**src/rcsel_cfg.svh**
```systemverilog
// constants for the clock source select and start-up block
//--------------------------------------------------------------
// Notes on behaviour
// - external RC: source codes 0101..1000 pick four frequency ranges, 0.1 to 12 MHz
// - external RC start-up: 00=18 CK, 01=18 CK+4.1ms, 10=18 CK+65ms, 11=6 CK+4.1ms
// - internal RC: source codes 0001..0100 give 1, 2, 4, 8 MHz nominal
// - delivered fuses: internal RC 1 MHz with start-up code 10
// - internal RC start-up: 6 CK; 00 none, 01 4.1ms, 10 65ms; 11 reserved
// - every reset loads the 1 MHz factory trim byte into the trim register
// - reset trim comes from signature row location 0x00, high byte
// - 8-bit trim register is read/write; 00 slowest, FF fastest
// - trim span: 00 50-100%, 7F 75-150%, FF 100-200% of nominal
// - with internal RC, reset time-out still runs on the watchdog oscillator
// - external clock on the oscillator input pin only with source code 0000
// - external clock start-up: 6 CK; 00 none, 01 4.1ms, 10 65ms; 11 reserved
// - reset delays count watchdog cycles: 4.1ms is 4096, 65ms is 65536
//--------------------------------------------------------------
`ifndef RCSEL_CFG_SVH
`define RCSEL_CFG_SVH

// register map
`define RCSEL_ADR_TRIM 8'h00
`define RCSEL_ADR_STATUS 8'h04

// source select codes
`define RCSEL_CK_EXT_CLK 4'h0
`define RCSEL_CK_INT_LO 4'h1
`define RCSEL_CK_INT_HI 4'h4
`define RCSEL_CK_ERC_LO 4'h5
`define RCSEL_CK_ERC_HI 4'h8

// start-up codes
`define RCSEL_SUT_NONE 2'h0
`define RCSEL_SUT_SHORT 2'h1
`define RCSEL_SUT_LONG 2'h2
`define RCSEL_SUT_ALT 2'h3

// start-up cycle counts of the selected clock
`define RCSEL_START_LONG_CK 5'h12
`define RCSEL_START_SHORT_CK 5'h06

// edges ignored for the first 5 cycles after reset, past the false rise of a pin already high at release
`define RCSEL_SYNC_PRIME 3'h5

// reset delays, time in us and watchdog cycles
`define RCSEL_DLY_SHORT_US 4100
`define RCSEL_DLY_LONG_US 65000
`define RCSEL_WDT_SHORT_CYC 4096
`define RCSEL_WDT_LONG_CYC 65536

// trim load
`define RCSEL_SIG_TRIM_ADR 8'h00
`define RCSEL_TRIM_RST 8'h00

`endif

```
**src/rcsel_pkg.sv**
```systemverilog
// types for the clock source select and start-up block
`default_nettype none
package rcsel_pkg;

  typedef enum logic [4:0] {
    ST_SAMPLE = 5'b00001,
    ST_START = 5'b00010,
    ST_DELAY = 5'b00100,
    ST_RUN = 5'b01000,
    ST_HALT = 5'b10000
  } rcsel_state_t;

  typedef enum logic [1:0] {
    SRC_NONE = 2'h0,
    SRC_EXT_RC = 2'h1,
    SRC_INT_RC = 2'h2,
    SRC_EXT_CLK = 2'h3
  } rcsel_src_t;

  typedef enum logic [1:0] {
    DLY_NONE = 2'h0,
    DLY_SHORT = 2'h1,
    DLY_LONG = 2'h2,
    DLY_BAD = 2'h3
  } rcsel_dly_t;

  typedef struct packed {
    logic [3:0] ck_src;
    logic [1:0] startup_time_fuses;
    logic opt_unprog;
  } rcsel_fuse_t;

endpackage
`default_nettype wire

```
**src/rcsel_edge_sync.sv**
```systemverilog
// three-stage synchroniser with rising edge pulse
`default_nettype none
module rcsel_edge_sync (
  input wire logic clk_i,
  input wire logic rst_i,
  input wire logic async_i,
  output logic rise_o
);

  logic s1_reg;
  logic s2_reg;
  logic s3_reg;
  logic level_reg;

  // first stage feeds only the second
  always_ff @(posedge clk_i) begin
    if (rst_i) begin
      s1_reg <= 1'b0;
      s2_reg <= 1'b0;
      s3_reg <= 1'b0;
    end else begin
      s1_reg <= async_i;
      s2_reg <= s1_reg;
      s3_reg <= s2_reg;
    end
  end

  // a change counts once stages two and three agree
  always_ff @(posedge clk_i) begin
    if (rst_i) begin
      level_reg <= 1'b0;
      rise_o <= 1'b0;
    end else begin
      if (s2_reg == s3_reg) begin
        level_reg <= s3_reg;
      end
      rise_o <= (s2_reg == s3_reg) && s3_reg && !level_reg;
    end
  end

endmodule
`default_nettype wire

```
**src/rcsel_top.sv**
```systemverilog
// clock source select, start-up sequencer and oscillator trim register
//
// The Wishbone register port and the address map were decided locally.
`include "rcsel_cfg.svh"
`default_nettype none
module rcsel_top
  import rcsel_pkg::*;
#(
  parameter int unsigned DLY_SHORT_CYC = `RCSEL_WDT_SHORT_CYC,
  parameter int unsigned DLY_LONG_CYC = `RCSEL_WDT_LONG_CYC
) (
  input wire logic CLK_I,
  input wire logic SYS_RST_I,
  input wire rcsel_fuse_t FUSE_I,
  input wire logic OSC_INPUT_PIN_I,
  input wire logic INT_RC_CLK_I,
  input wire logic WDT_OSC_I,
  input wire logic [15:0] SIG_DATA_I,
  output logic SIG_RD_O,
  output logic [7:0] SIG_ADDR_O,
  input wire logic CYC_I,
  input wire logic STB_I,
  input wire logic WE_I,
  input wire logic [7:0] ADR_I,
  input wire logic [3:0] SEL_I,
  input wire logic [31:0] DAT_I,
  output logic [31:0] DAT_O,
  output logic ACK_O,
  output logic ERR_O,
  output rcsel_src_t CLK_SRC_O,
  output logic [1:0] RANGE_O,
  output logic CLK_RELEASE_O,
  output logic RESET_HOLD_O,
  output logic CAP_EN_O,
  output logic [7:0] TRIM_O
);

  //--------------------------------------------------------------
  // delay counts
  //--------------------------------------------------------------
  localparam logic [16:0] DLY_SHORT_N = 17'(DLY_SHORT_CYC - 1);
  localparam logic [16:0] DLY_LONG_N = 17'(DLY_LONG_CYC - 1);

  //--------------------------------------------------------------
  // decoding
  //--------------------------------------------------------------
  function automatic rcsel_src_t src_of(input logic [3:0] code);
    rcsel_src_t s;
    s = SRC_NONE;
    if (code == `RCSEL_CK_EXT_CLK) begin
      s = SRC_EXT_CLK;
    end else if (code >= `RCSEL_CK_INT_LO && code <= `RCSEL_CK_INT_HI) begin
      s = SRC_INT_RC;
    end else if (code >= `RCSEL_CK_ERC_LO && code <= `RCSEL_CK_ERC_HI) begin
      s = SRC_EXT_RC;
    end
    return s;
  endfunction

  function automatic logic [1:0] range_of(input logic [3:0] code);
    logic [1:0] r;
    r = 2'h0;
    case (src_of(code))
      SRC_INT_RC: begin
        r = 2'(code - `RCSEL_CK_INT_LO);
      end
      SRC_EXT_RC: begin
        r = 2'(code - `RCSEL_CK_ERC_LO);
      end
      default: begin
        r = 2'h0;
      end
    endcase
    return r;
  endfunction

  function automatic logic [4:0] start_of(input rcsel_src_t s, input logic [1:0] startup_time_fuses);
    logic [4:0] n;
    n = `RCSEL_START_SHORT_CK;
    if (s == SRC_EXT_RC && startup_time_fuses != `RCSEL_SUT_ALT) begin
      n = `RCSEL_START_LONG_CK;
    end
    return n;
  endfunction

  function automatic rcsel_dly_t dly_of(input rcsel_src_t s, input logic [1:0] startup_time_fuses);
    rcsel_dly_t d;
    case (startup_time_fuses)
      `RCSEL_SUT_NONE: begin
        d = DLY_NONE;
      end
      `RCSEL_SUT_SHORT: begin
        d = DLY_SHORT;
      end
      `RCSEL_SUT_LONG: begin
        d = DLY_LONG;
      end
      default: begin
        d = (s == SRC_EXT_RC) ? DLY_SHORT : DLY_BAD;
      end
    endcase
    if (s == SRC_NONE) begin
      d = DLY_BAD;
    end
    return d;
  endfunction

  //--------------------------------------------------------------
  // pin synchronisers
  //--------------------------------------------------------------
  logic [2:0] pin_async;
  logic [2:0] pin_rise;

  assign pin_async = {WDT_OSC_I, INT_RC_CLK_I, OSC_INPUT_PIN_I};

  genvar gi;
  generate
    for (gi = 0; gi < 3; gi++) begin : g_sync
      rcsel_edge_sync u_sync (
        .clk_i(CLK_I),
        .rst_i(SYS_RST_I),
        .async_i(pin_async[gi]),
        .rise_o(pin_rise[gi])
      );
    end
  endgenerate

  logic osc_pin_rise;
  logic int_rc_rise;
  logic wdt_rise;

  // the stages restart at zero, so a pin already high at release would look like
  // an edge and shorten the start-up count; edges are ignored until that has passed
  logic [2:0] prime_cnt_reg;
  logic primed;

  always_ff @(posedge CLK_I) begin
    if (SYS_RST_I) begin
      prime_cnt_reg <= 3'h0;
    end else if (prime_cnt_reg != `RCSEL_SYNC_PRIME) begin
      prime_cnt_reg <= 3'(prime_cnt_reg + 3'h1);
    end
  end

  assign primed = (prime_cnt_reg == `RCSEL_SYNC_PRIME);
  assign osc_pin_rise = primed && pin_rise[0];
  assign int_rc_rise = primed && pin_rise[1];
  assign wdt_rise = primed && pin_rise[2];

  //--------------------------------------------------------------
  // fuse sampling
  //--------------------------------------------------------------
  rcsel_state_t state_reg;
  rcsel_state_t state_next;
  rcsel_fuse_t fuse_reg;
  rcsel_src_t src_reg;
  rcsel_dly_t dly_reg;
  logic [4:0] start_n_reg;
  logic opt_conflict_reg;

  // codes are caught once after reset and then frozen
  always_ff @(posedge CLK_I) begin
    if (SYS_RST_I) begin
      fuse_reg <= '{ck_src: `RCSEL_CK_INT_LO, startup_time_fuses: `RCSEL_SUT_LONG, opt_unprog: 1'b1};
      src_reg <= SRC_NONE;
      dly_reg <= DLY_BAD;
      start_n_reg <= 5'h00;
      opt_conflict_reg <= 1'b0;
    end else if (state_reg == ST_SAMPLE) begin
      fuse_reg <= FUSE_I;
      src_reg <= src_of(FUSE_I.ck_src);
      dly_reg <= dly_of(src_of(FUSE_I.ck_src), FUSE_I.startup_time_fuses);
      start_n_reg <= start_of(src_of(FUSE_I.ck_src), FUSE_I.startup_time_fuses);
      // flagged only; the clock still runs
      opt_conflict_reg <= (src_of(FUSE_I.ck_src) == SRC_INT_RC) && !FUSE_I.opt_unprog;
    end
  end

  //--------------------------------------------------------------
  // start-up sequencer
  //--------------------------------------------------------------
  logic [4:0] start_cnt_reg;
  logic [16:0] dly_cnt_reg;
  logic src_edge;
  logic start_done;
  logic dly_done;

  // start-up cycles are edges of the chosen source
  assign src_edge = (src_reg == SRC_INT_RC) ? int_rc_rise : osc_pin_rise;
  assign start_done = src_edge && (start_cnt_reg == 5'(start_n_reg - 5'h01));
  assign dly_done = wdt_rise &&
    (dly_cnt_reg == ((dly_reg == DLY_LONG) ? DLY_LONG_N : DLY_SHORT_N));

  always_comb begin
    state_next = state_reg;
    case (state_reg)
      ST_SAMPLE: begin
        if (dly_of(src_of(FUSE_I.ck_src), FUSE_I.startup_time_fuses) == DLY_BAD) begin
          state_next = ST_HALT;
        end else begin
          state_next = ST_START;
        end
      end
      ST_START: begin
        if (start_done) begin
          state_next = (dly_reg == DLY_NONE) ? ST_RUN : ST_DELAY;
        end
      end
      ST_DELAY: begin
        if (dly_done) begin
          state_next = ST_RUN;
        end
      end
      ST_RUN: begin
        state_next = ST_RUN;
      end
      ST_HALT: begin
        state_next = ST_HALT;
      end
      default: begin
        state_next = ST_HALT;
      end
    endcase
  end

  always_ff @(posedge CLK_I) begin
    if (SYS_RST_I) begin
      state_reg <= ST_SAMPLE;
    end else begin
      state_reg <= state_next;
    end
  end

  always_ff @(posedge CLK_I) begin
    if (SYS_RST_I) begin
      start_cnt_reg <= 5'h00;
    end else if (state_reg != ST_START) begin
      start_cnt_reg <= 5'h00;
    end else if (src_edge) begin
      start_cnt_reg <= 5'(start_cnt_reg + 5'h01);
    end
  end

  // reset delay runs on the watchdog oscillator whatever the source
  always_ff @(posedge CLK_I) begin
    if (SYS_RST_I) begin
      dly_cnt_reg <= 17'h00000;
    end else if (state_reg != ST_DELAY) begin
      dly_cnt_reg <= 17'h00000;
    end else if (wdt_rise) begin
      dly_cnt_reg <= 17'(dly_cnt_reg + 17'h00001);
    end
  end

  //--------------------------------------------------------------
  // clock outputs
  //--------------------------------------------------------------
  always_ff @(posedge CLK_I) begin
    if (SYS_RST_I) begin
      CLK_SRC_O <= SRC_NONE;
      RANGE_O <= 2'h0;
      CLK_RELEASE_O <= 1'b0;
      RESET_HOLD_O <= 1'b1;
      CAP_EN_O <= 1'b0;
    end else begin
      CLK_SRC_O <= src_reg;
      RANGE_O <= range_of(fuse_reg.ck_src);
      // held in reset until released; reserved codes hold forever
      CLK_RELEASE_O <= (state_next == ST_RUN);
      RESET_HOLD_O <= (state_next != ST_RUN);
      // internal load capacitor only for the pin-driven sources
      CAP_EN_O <= !fuse_reg.opt_unprog &&
        (src_reg == SRC_EXT_RC || src_reg == SRC_EXT_CLK);
    end
  end

  //--------------------------------------------------------------
  // factory trim fetch
  //--------------------------------------------------------------
  // the row is read while the fuses are sampled, same clock
  always_ff @(posedge CLK_I) begin
    if (SYS_RST_I) begin
      SIG_RD_O <= 1'b1;
      SIG_ADDR_O <= `RCSEL_SIG_TRIM_ADR;
    end else begin
      SIG_RD_O <= 1'b0;
      SIG_ADDR_O <= `RCSEL_SIG_TRIM_ADR;
    end
  end

  //--------------------------------------------------------------
  // wishbone slave
  //--------------------------------------------------------------
  logic req;
  logic mapped;
  logic [31:0] status_word;

  assign req = CYC_I && STB_I;
  assign mapped = (ADR_I == `RCSEL_ADR_TRIM) || (ADR_I == `RCSEL_ADR_STATUS);

  assign status_word = {15'h0000, opt_conflict_reg, RANGE_O, fuse_reg.opt_unprog,
    fuse_reg.startup_time_fuses, fuse_reg.ck_src, src_reg, state_reg};

  // one wait state; ack drops the cycle after it was given
  always_ff @(posedge CLK_I) begin
    if (SYS_RST_I) begin
      ACK_O <= 1'b0;
      ERR_O <= 1'b0;
    end else begin
      ACK_O <= req && mapped && !ACK_O && !ERR_O;
      ERR_O <= req && !mapped && !ACK_O && !ERR_O;
    end
  end

  always_ff @(posedge CLK_I) begin
    if (SYS_RST_I) begin
      DAT_O <= 32'h00000000;
    end else if (req && !ACK_O && !ERR_O) begin
      case (ADR_I)
        `RCSEL_ADR_TRIM: begin
          DAT_O <= {24'h000000, TRIM_O};
        end
        `RCSEL_ADR_STATUS: begin
          DAT_O <= status_word;
        end
        default: begin
          DAT_O <= 32'h00000000;
        end
      endcase
    end
  end

  //--------------------------------------------------------------
  // trim register
  //--------------------------------------------------------------
  // any trim is accepted; memory-write safety is up to software
  always_ff @(posedge CLK_I) begin
    if (SYS_RST_I) begin
      TRIM_O <= `RCSEL_TRIM_RST;
    end else if (state_reg == ST_SAMPLE) begin
      TRIM_O <= SIG_DATA_I[15:8];
    end else if (ACK_O && req && WE_I && SEL_I[0] && ADR_I == `RCSEL_ADR_TRIM) begin
      TRIM_O <= DAT_I[7:0];
    end
  end

endmodule
`default_nettype wire

```
**config.mk**
```make
export PLATFORM = sky130hd
export DESIGN_NAME = rcsel_top
export DESIGN_NICKNAME = d
export VERILOG_FILES = /design/src/rcsel_pkg.sv /design/src/rcsel_edge_sync.sv /design/src/rcsel_top.sv
export VERILOG_INCLUDE_DIRS = /design/src
export SDC_FILE = /design/constraint.sdc
export NUM_CORES = 1
export LEC_CHECK = 0
export BUFFER_PORTS_ARGS = -buffer_cell sky130_fd_sc_hd__buf_2
export CAP_MARGIN = 20
export CORE_AREA = 3 3 101 103
export DETAILED_ROUTE_END_ITERATION = 16
export DIE_AREA = 0 0 104 106
export GPL_TIMING_DRIVEN = 0
export MAX_ROUTING_LAYER = met4
export PLACE_DENSITY = 0.69
export SETUP_SLACK_MARGIN = 0.2
export SLEW_MARGIN = 10
export SYNTH_ARGS = -nofsm -noshare
export SYNTH_HDL_FRONTEND = slang
export SYNTH_SLANG_ARGS = --single-unit
```
**constraint.sdc**
```tcl
create_clock -name CLK_I -period 2.7 [get_ports CLK_I]
set_input_delay 0.135 -clock CLK_I [delete_from_list [all_inputs] [get_ports CLK_I]]
set_output_delay 0.135 -clock CLK_I [all_outputs]
set_load 0.01 [all_outputs]
```
* Yosys cells after proc, flatten, opt, wreduce, memory -nomap -nowiden
Cells that the tools add are included.
Storage, ports and cells: bits in registers 112, bits in latches 0, bits in writable memories 0, bits in read-only memories 0, word-level logic and storage cells 159, memories kept 0
Cells by class: $add $sub $neg 6, multiply operators 0, divide/modulo/power cells 0, magnitude comparators 8, equal/unequal tests 29, shift-type cells 0, multiplexer cells 29, bitwise operators 0, reduce and logical (&&, ||, !) cells 51
Operators with widths (count):
- $pmux W17 S2 | 1
- $logic_and A1 B1 Y1 | 31
- $mux W2 | 12
- $mux W5 | 4
- $pmux W5 S4 | 1
- $add A17 B1 Y17 const B | 1
- $eq A17 B16 Y1 | 1
- $mux W16 | 1
- $mux W8 | 2
- $eq A2 B2 Y1 const B | 7
- $pmux W2 S3 | 2
- $eq A2 B1 Y1 const B | 5
- $eq A5 B4 Y1 const B | 2
- $eq A8 B3 Y1 const B | 1
- $ge A4 B1 Y1 const B | 2
- $ge A4 B3 Y1 const B | 2
- $le A4 B3 Y1 const B | 2
- $le A4 B4 Y1 const B | 2
- $logic_not A1 Y1 | 8
- $logic_not A2 Y1 | 4
- $logic_not A4 Y1 | 2
- $logic_not A8 Y1 | 1
- $add A5 B1 Y5 const B | 1
- $eq A5 B1 Y1 const B | 1
- other kinds (19) | 27

* Depth between registers and ports, before layout
word-level depth 15, depth in mapped cells 9, mapped depth without buffers 7

* Cells and area by module
Synthesis repeated with hierarchy kept, for this count alone.
Unflattened totals: cells, all modules 452, area total of the unflattened synthesis 4053.9 sq um
Modules (own cells, without submodules):
- rcsel_top | instances 1, cells each 416, area each 3580.9 sq um
- rcsel_edge_sync | instances 3, cells each 12, area each 157.7 sq um

* Worst setup path after synthesis
Ideal clock, no wire load.
kind reg2reg, start point register prime_cnt_reg[1], end point register state_reg[2], setup time 0.103 ns, arrival 1.746 ns, data required time 2.597 ns, slack 0.851 ns, cell stages (with the launch flop) 9, period minus slack after synthesis 1.849 ns, cells stage by stage dfxtp_1 -> inv_1 -> ha_1 -> and3_1 -> buf_2 -> nand3_1 -> nor4b_1 -> or4_1 -> a2111oi_2
On the way: cells in the longest elaborated chain, start to end 6
Ends and longest elaborated chain:
- start: declaration | line rcsel_top.sv:134 | logic [2:0] prime_cnt_reg;
- start signal: assignment | line rcsel_top.sv:141 | prime_cnt_reg <= 3'(prime_cnt_reg + 3'h1);
- $eq A3 B3 Y1 (no source line) (*)
- $logic_and A1 B1 Y1 (on tied branches) | line rcsel_top.sv:146, rcsel_top.sv:147
- $mux W1 | line rcsel_top.sv:189 | assign src_edge = (src_reg == SRC_INT_RC) ? int_rc_rise : osc_pin_rise;
- $logic_and A1 B1 Y1 | line rcsel_top.sv:190 | assign start_done = src_edge && (start_cnt_reg == 5'(start_n_reg - 5'h01));
- $mux W5 | line rcsel_top.sv:205 | if (start_done) begin
- $pmux W5 S4 (*) | line rcsel_top.sv:196 | case (state_reg)
- end signal: assignment | line rcsel_top.sv:230 | state_reg <= state_next;
- end: declaration | line rcsel_top.sv:153 | rcsel_state_t state_reg;
Every way passes the cells marked *; elsewhere a longest branch is shown, timed or not. A chain may end at the register's enable or synchronous reset.

* Final worst setup path
start point register state_reg[1], end point register dly_reg[0]
On the way: cells in the longest elaborated chain, start to end 1
Ends and longest elaborated chain:
- $eq A5 B1 Y1 | line rcsel_top.sv:169 | end else if (state_reg == ST_SAMPLE) begin
- end signal: assignment | line rcsel_top.sv:172 | dly_reg <= dly_of(src_of(FUSE_I.ck_src), FUSE_I.startup_time_fuses);
- end: declaration | line rcsel_top.sv:157 | rcsel_dly_t dly_reg;
Every way passes these cells.

==> results.md <==
Job:
- Across the run, the number of max-cap violations was 0.

Finish:
- The post-route netlist has 21.9% of its cells at a drive strength greater than 1.
- The synthesis-to-layout area growth is 20.9%.
- In the final design database the tool counted 651 nets.
- With fillers left out, the area of the finished cells amounts to 0.00494 sq mm.
- The repair_antennas step left the layout with diodes totalling 0.
- Once layout is complete, the utilization of the core stands at 53.2%.

Timing:
- The count of final max-slew check failures was 0.
- The hold violation total from the final report is 0.
- The final critical-path required period is 2.05 ns.
- Across all setup checks in the final design, the least slack found is 0.648 ns.
- The setup violation total in the final timing report is 0.
- Based on the critical path, the design can be clocked at up to 487 MHz.
- The worst-case headroom to the max-slew limit is 64.3%.
- Between clock sinks in the finished design, the worst skew comes to 0.00843 ns.
- Setup repair after global routing left no endpoint under its margin.
- The worst-margin pin slew is 0.533 ns.
- The setup TNS after final layout is 0 ns.
- Dividing the final minimum period by the clock period gives 76.0%.

Floorplanning:
- The core area is 0.00928 sq mm.
- The die is 104 um wide.
- The die covers 0.0110 sq mm.
- The initial cell density of the core is 44.0%.
- The number of placement rows is 35.
- In this run the vertical extent of the chip is 106 um.
- The top-level I/O count is 133.

Worst setup path:
- Counting both buffers and inverters, the worst setup path holds a total of 2.
- The highest cell delay on the worst timing path is 0.40 ns.
- The category of the most critical setup path is register to register.
- The kind of capture point of the worst setup path is a register.
- The reg-to-reg critical path endpoint is dly_reg[0]$_SDFFE_PP1P_.
- The slowest stage of the critical path is the nor4_1 cell.
- For the worst setup path, the data required time is 2.94 ns.
- The depth of the worst register-to-register path is 6.
- The largest fanout on the critical path is 10.
- The signal on the critical path passes through buf_6, nor4_1, nand2_1, clkbuf_1, a211oi_1, o21bai_1.
- Broken down by cell family, the worst path's largest delay share belongs to simple AND/OR/NAND/NOR gates.
- The kind of launch point of the worst setup path is a register.
- Data arrives at the worst endpoint at 2.29 ns.
- The launch instance of the worst register-to-register path is state_reg[1]$_SDFF_PP0_.
- Across all register-to-register paths, the minimum setup slack is 0.65 ns.
- The launch point of the critical path is state_reg[1]$_SDFF_PP0_.

Power and ir drop:
- The leakage power total is 2.10 nW.
- In this run the power spent charging and discharging nets is 651 uW.
- The internal power is 2.00 mW.
- The share of power burned in registers is 55.8%.
- In this run switching power makes up 24.6% of total power.
- The clock network accounts for 34.0% of the total power.
- The worst-case vdd ir drop is 0.310 mV.
- In this run the power density over the cells is 536 mW/mm^2.
- The logic gate share of total power is 10.2%.

Synthesis:
- In the post-synthesis netlist, the biggest area contributors are dfxtp_1 47%, nor2_1 5.1%, nand2_1 4.7%, buf_4 4.2%, a22oi_1 2.9%.
- dfxtp_1 is the most common cell in the netlist.
- The synthesized area per cell is 8.98 sq um.
- The cell count after synthesis is 455.
- The commonest cells after synthesis are 95 x dfxtp_1, 56 x nor2_1, 51 x nand2_1, 23 x buf_4, 17 x a21oi_1.
- The post-synthesis share of cell area spent on and, or, nand and nor gates is 23.3%.
- In the synthesized netlist the async set-or-reset flop fraction comes to 0%.
- After synthesis, flip-flops and latches occupy 46.5% of the total area.
- Summing the areas of all compound-gate instances in the mapped netlist gives 12.3% of the synthesized area.
- Yosys printed 0 warnings.
- The top cell type by total area after synthesis is dfxtp_1.
- In this run, distinct cell masters in the synthesized netlist total 48.
- The synthesized netlist occupies a cell area of 0.00409 sq mm.
- The count of flip-flops with a built-in enable after synthesis is 0.
- After synthesis the netlist holds a flip-flop and latch count of 95.
- Multiplexer cells account for 1.81% of the synthesized area.
- Of the total synthesized cell area, the portion taken by full adders, half adders and majority gates is 2.76%.
- The dominant synthesized flop cell is dfxtp_1.
- The dominant combinational cell family by area after synthesis is simple AND/OR/NAND/NOR gates.
- Of the post-synthesis cell area, the dominant cell type holds 46.5%.
- The post-synthesis share of cell area spent on xor and xnor gates is 5.70%.

Place:
- The number of buffers added on ports is 73.
- The post-detailed-placement half-perimeter wirelength is 6.51 mm.
- The worst setup slack before clock tree synthesis is 0.706 ns.
- At the end of routability-driven placement, the weighted congestion stood at 0.837.
- The post-detailed-placement cell area is 0.00470 sq mm.

CTS:
- The buffer cell driving the clock tree root is clkbuf_8.
- In this run the deepest clock path goes through 2 buffers.
- The hold buffer count at cts is 5.
- Clock tree synthesis inserted a total of 9 buffers.
- Clock tree synthesis found a total of 95 sinks.
- The total setup buffers inserted after CTS is 0.
- The CTS tree is done.
- Clock-pin slew was measured on the worst setup and hold paths at 0.08 ns.
- The H-tree depth is 3.
- The clock latency at the later pin of the worst-skew pair is 0.35 ns.
- Post-CTS repair changed the size of 0 cells.

Global routing:
- The aggregate global routing overflow is 0.
- Global routing used 16.1% of the available tracks across all layers.
- The global-route wire length before repair is 14.5 mm.
- The maximum number of pins on one net before global-route repair is 16.
- The number of antenna violations at the first check in global routing is 0.
- The number of global-route vias before repair is 3113.

Detailed routing:
- For this run, design rule violations remaining after detail routing come to 0.
- The number of violations reported at the end of detailed-routing iteration 0 is 119.
- In this run the remaining antenna-violating nets after routing total 0.
- The detailed-route wire length per cell is 12.3 um.
- The count of vias placed by the detailed router is 3371.
- The final routed wirelength across all metal layers is 8.62 mm.
- The number of vias per cell is 4.81.
- Before antenna repair, the detailed router went through 5 iterations.

Status:
- The flow ran to the end, and the final reports show no timing, DRC or antenna violations.

Hold path:
- The classification of the worst-slack hold path is primary input to register.
- The hold-critical path endpoint is fuse_reg[0]$_SDFFE_PP1P_.
- The worst hold path begins at FUSE_I[0].
- The worst hold path stage count is 3.
worst max path at each step:
| stage | depth (start not counted) | to | slack, ns |
|---|---|---|---|
| 3_5_place_dp | 6 | dly_reg[0]$_SDFFE_PP1P_ | 0.71 |
| 4_1_cts | 8 | state_reg[2]$_SDFF_PP0_ | 0.70 |
| 5_1_grt | 6 | dly_reg[0]$_SDFFE_PP1P_ | 0.53 |
| 2_1_floorplan | 8 | state_reg[2]$_SDFF_PP0_ | 0.85 |
| 6_report | 6 | dly_reg[0]$_SDFFE_PP1P_ | 0.65 |
| 3_3_place_gp | 6 | dly_reg[0]$_SDFFE_PP1P_ | 0.72 |
layout by cell type, fill, tap and decap left out, types with 3 or more instances in the layout:
| cell type | Yosys | routed |
|---|---|---|
| xnor2_1 | 12 | 12 |
| ha_1 | 9 | 9 |
| a311oi_1 | 8 | 8 |
| nor3b_1 | 6 | 6 |
| o21ai_0 | 15 | 15 |
| clkbuf_1 | 13 | 15 |
| nand2_1 | 51 | 51 |
| xor2_1 | 12 | 12 |
| a211o_1 | 3 | 3 |
| dlygate4sd3_1 | 0 | 5 |
| nand2b_1 | 5 | 5 |
| nor2_1 | 56 | 56 |
| a211oi_1 | 4 | 4 |
| and2_1 | 5 | 5 |
| nor3_1 | 14 | 14 |
| conb_1 | 1 | 23 |
| nand3_1 | 11 | 11 |
| buf_4 | 23 | 23 |
| or3_1 | 3 | 3 |
| inv_1 | 9 | 9 |
| buf_1 | 3 | 3 |
| buf_2 | 4 | 77 |
| nor2b_1 | 13 | 13 |
| a21oi_1 | 17 | 17 |
| clkbuf_8 | 0 | 9 |
| nand4_1 | 7 | 7 |
| mux2i_1 | 6 | 6 |
| a22oi_1 | 16 | 16 |
| nor4_1 | 5 | 5 |
| and3_1 | 5 | 5 |
| dfxtp_1 | 95 | 95 |
power groups by stage:
stage          clock (mW)  combinational (mW)  sequential [mW]
4_1_cts             0.928               0.270             1.48
2_1_floorplan           0               0.175             1.51
3_5_place_dp            0               0.264             1.51
6_report            0.899               0.271             1.48
3_3_place_gp            0               0.260             1.51
5_1_grt             0.978               0.306             1.48
cells by family after synthesis:
| logic type | Yosys count |
|---|---|
| simple gates | 192 |
| flops | 95 |
| compound gates | 72 |
| buf+inv | 54 |
| xor+xnor | 25 |
| fa+ha+maj | 9 |
| mux | 7 |
| other cells | 1 |
tightest hold or removal path, stage by stage:
cell and delay [ns]:
buf_2 0.10, nand2_1 0.05, nand3b_1 0.07
through the flow:
stage	power, mW	hold WS [ns]	instances
global route	2.77	0.0214	701
global placement	1.77	0.345	679
finish	2.65	0.0373	701
floorplan	1.68	0.163	477
CTS	2.67	0.0193	700
detailed placement	1.77	0.348	679
area by class of cell:
cell class	instances	area [sq um]
Buffer	45	275
Tap cell	129	161
Clock buffer	11	131
Fill cell	888	4340
Multi-Input combinational cell	328	1960
Clock inverter	5	58.8
Inverter	9	33.8
Timing Repair Buffer	79	420
Sequential cell	95	1900
routing by layer:
layer,global-route usage (%),wire length (um),up-vias
met4,3.04,40,0
li1,-,-,1744
met3,4.25,395,4
met1,21.4,4110,1544
met5,-,0,-
met2,25.0,4080,79
No activity file was read; power rests on OpenSTA's default activity.
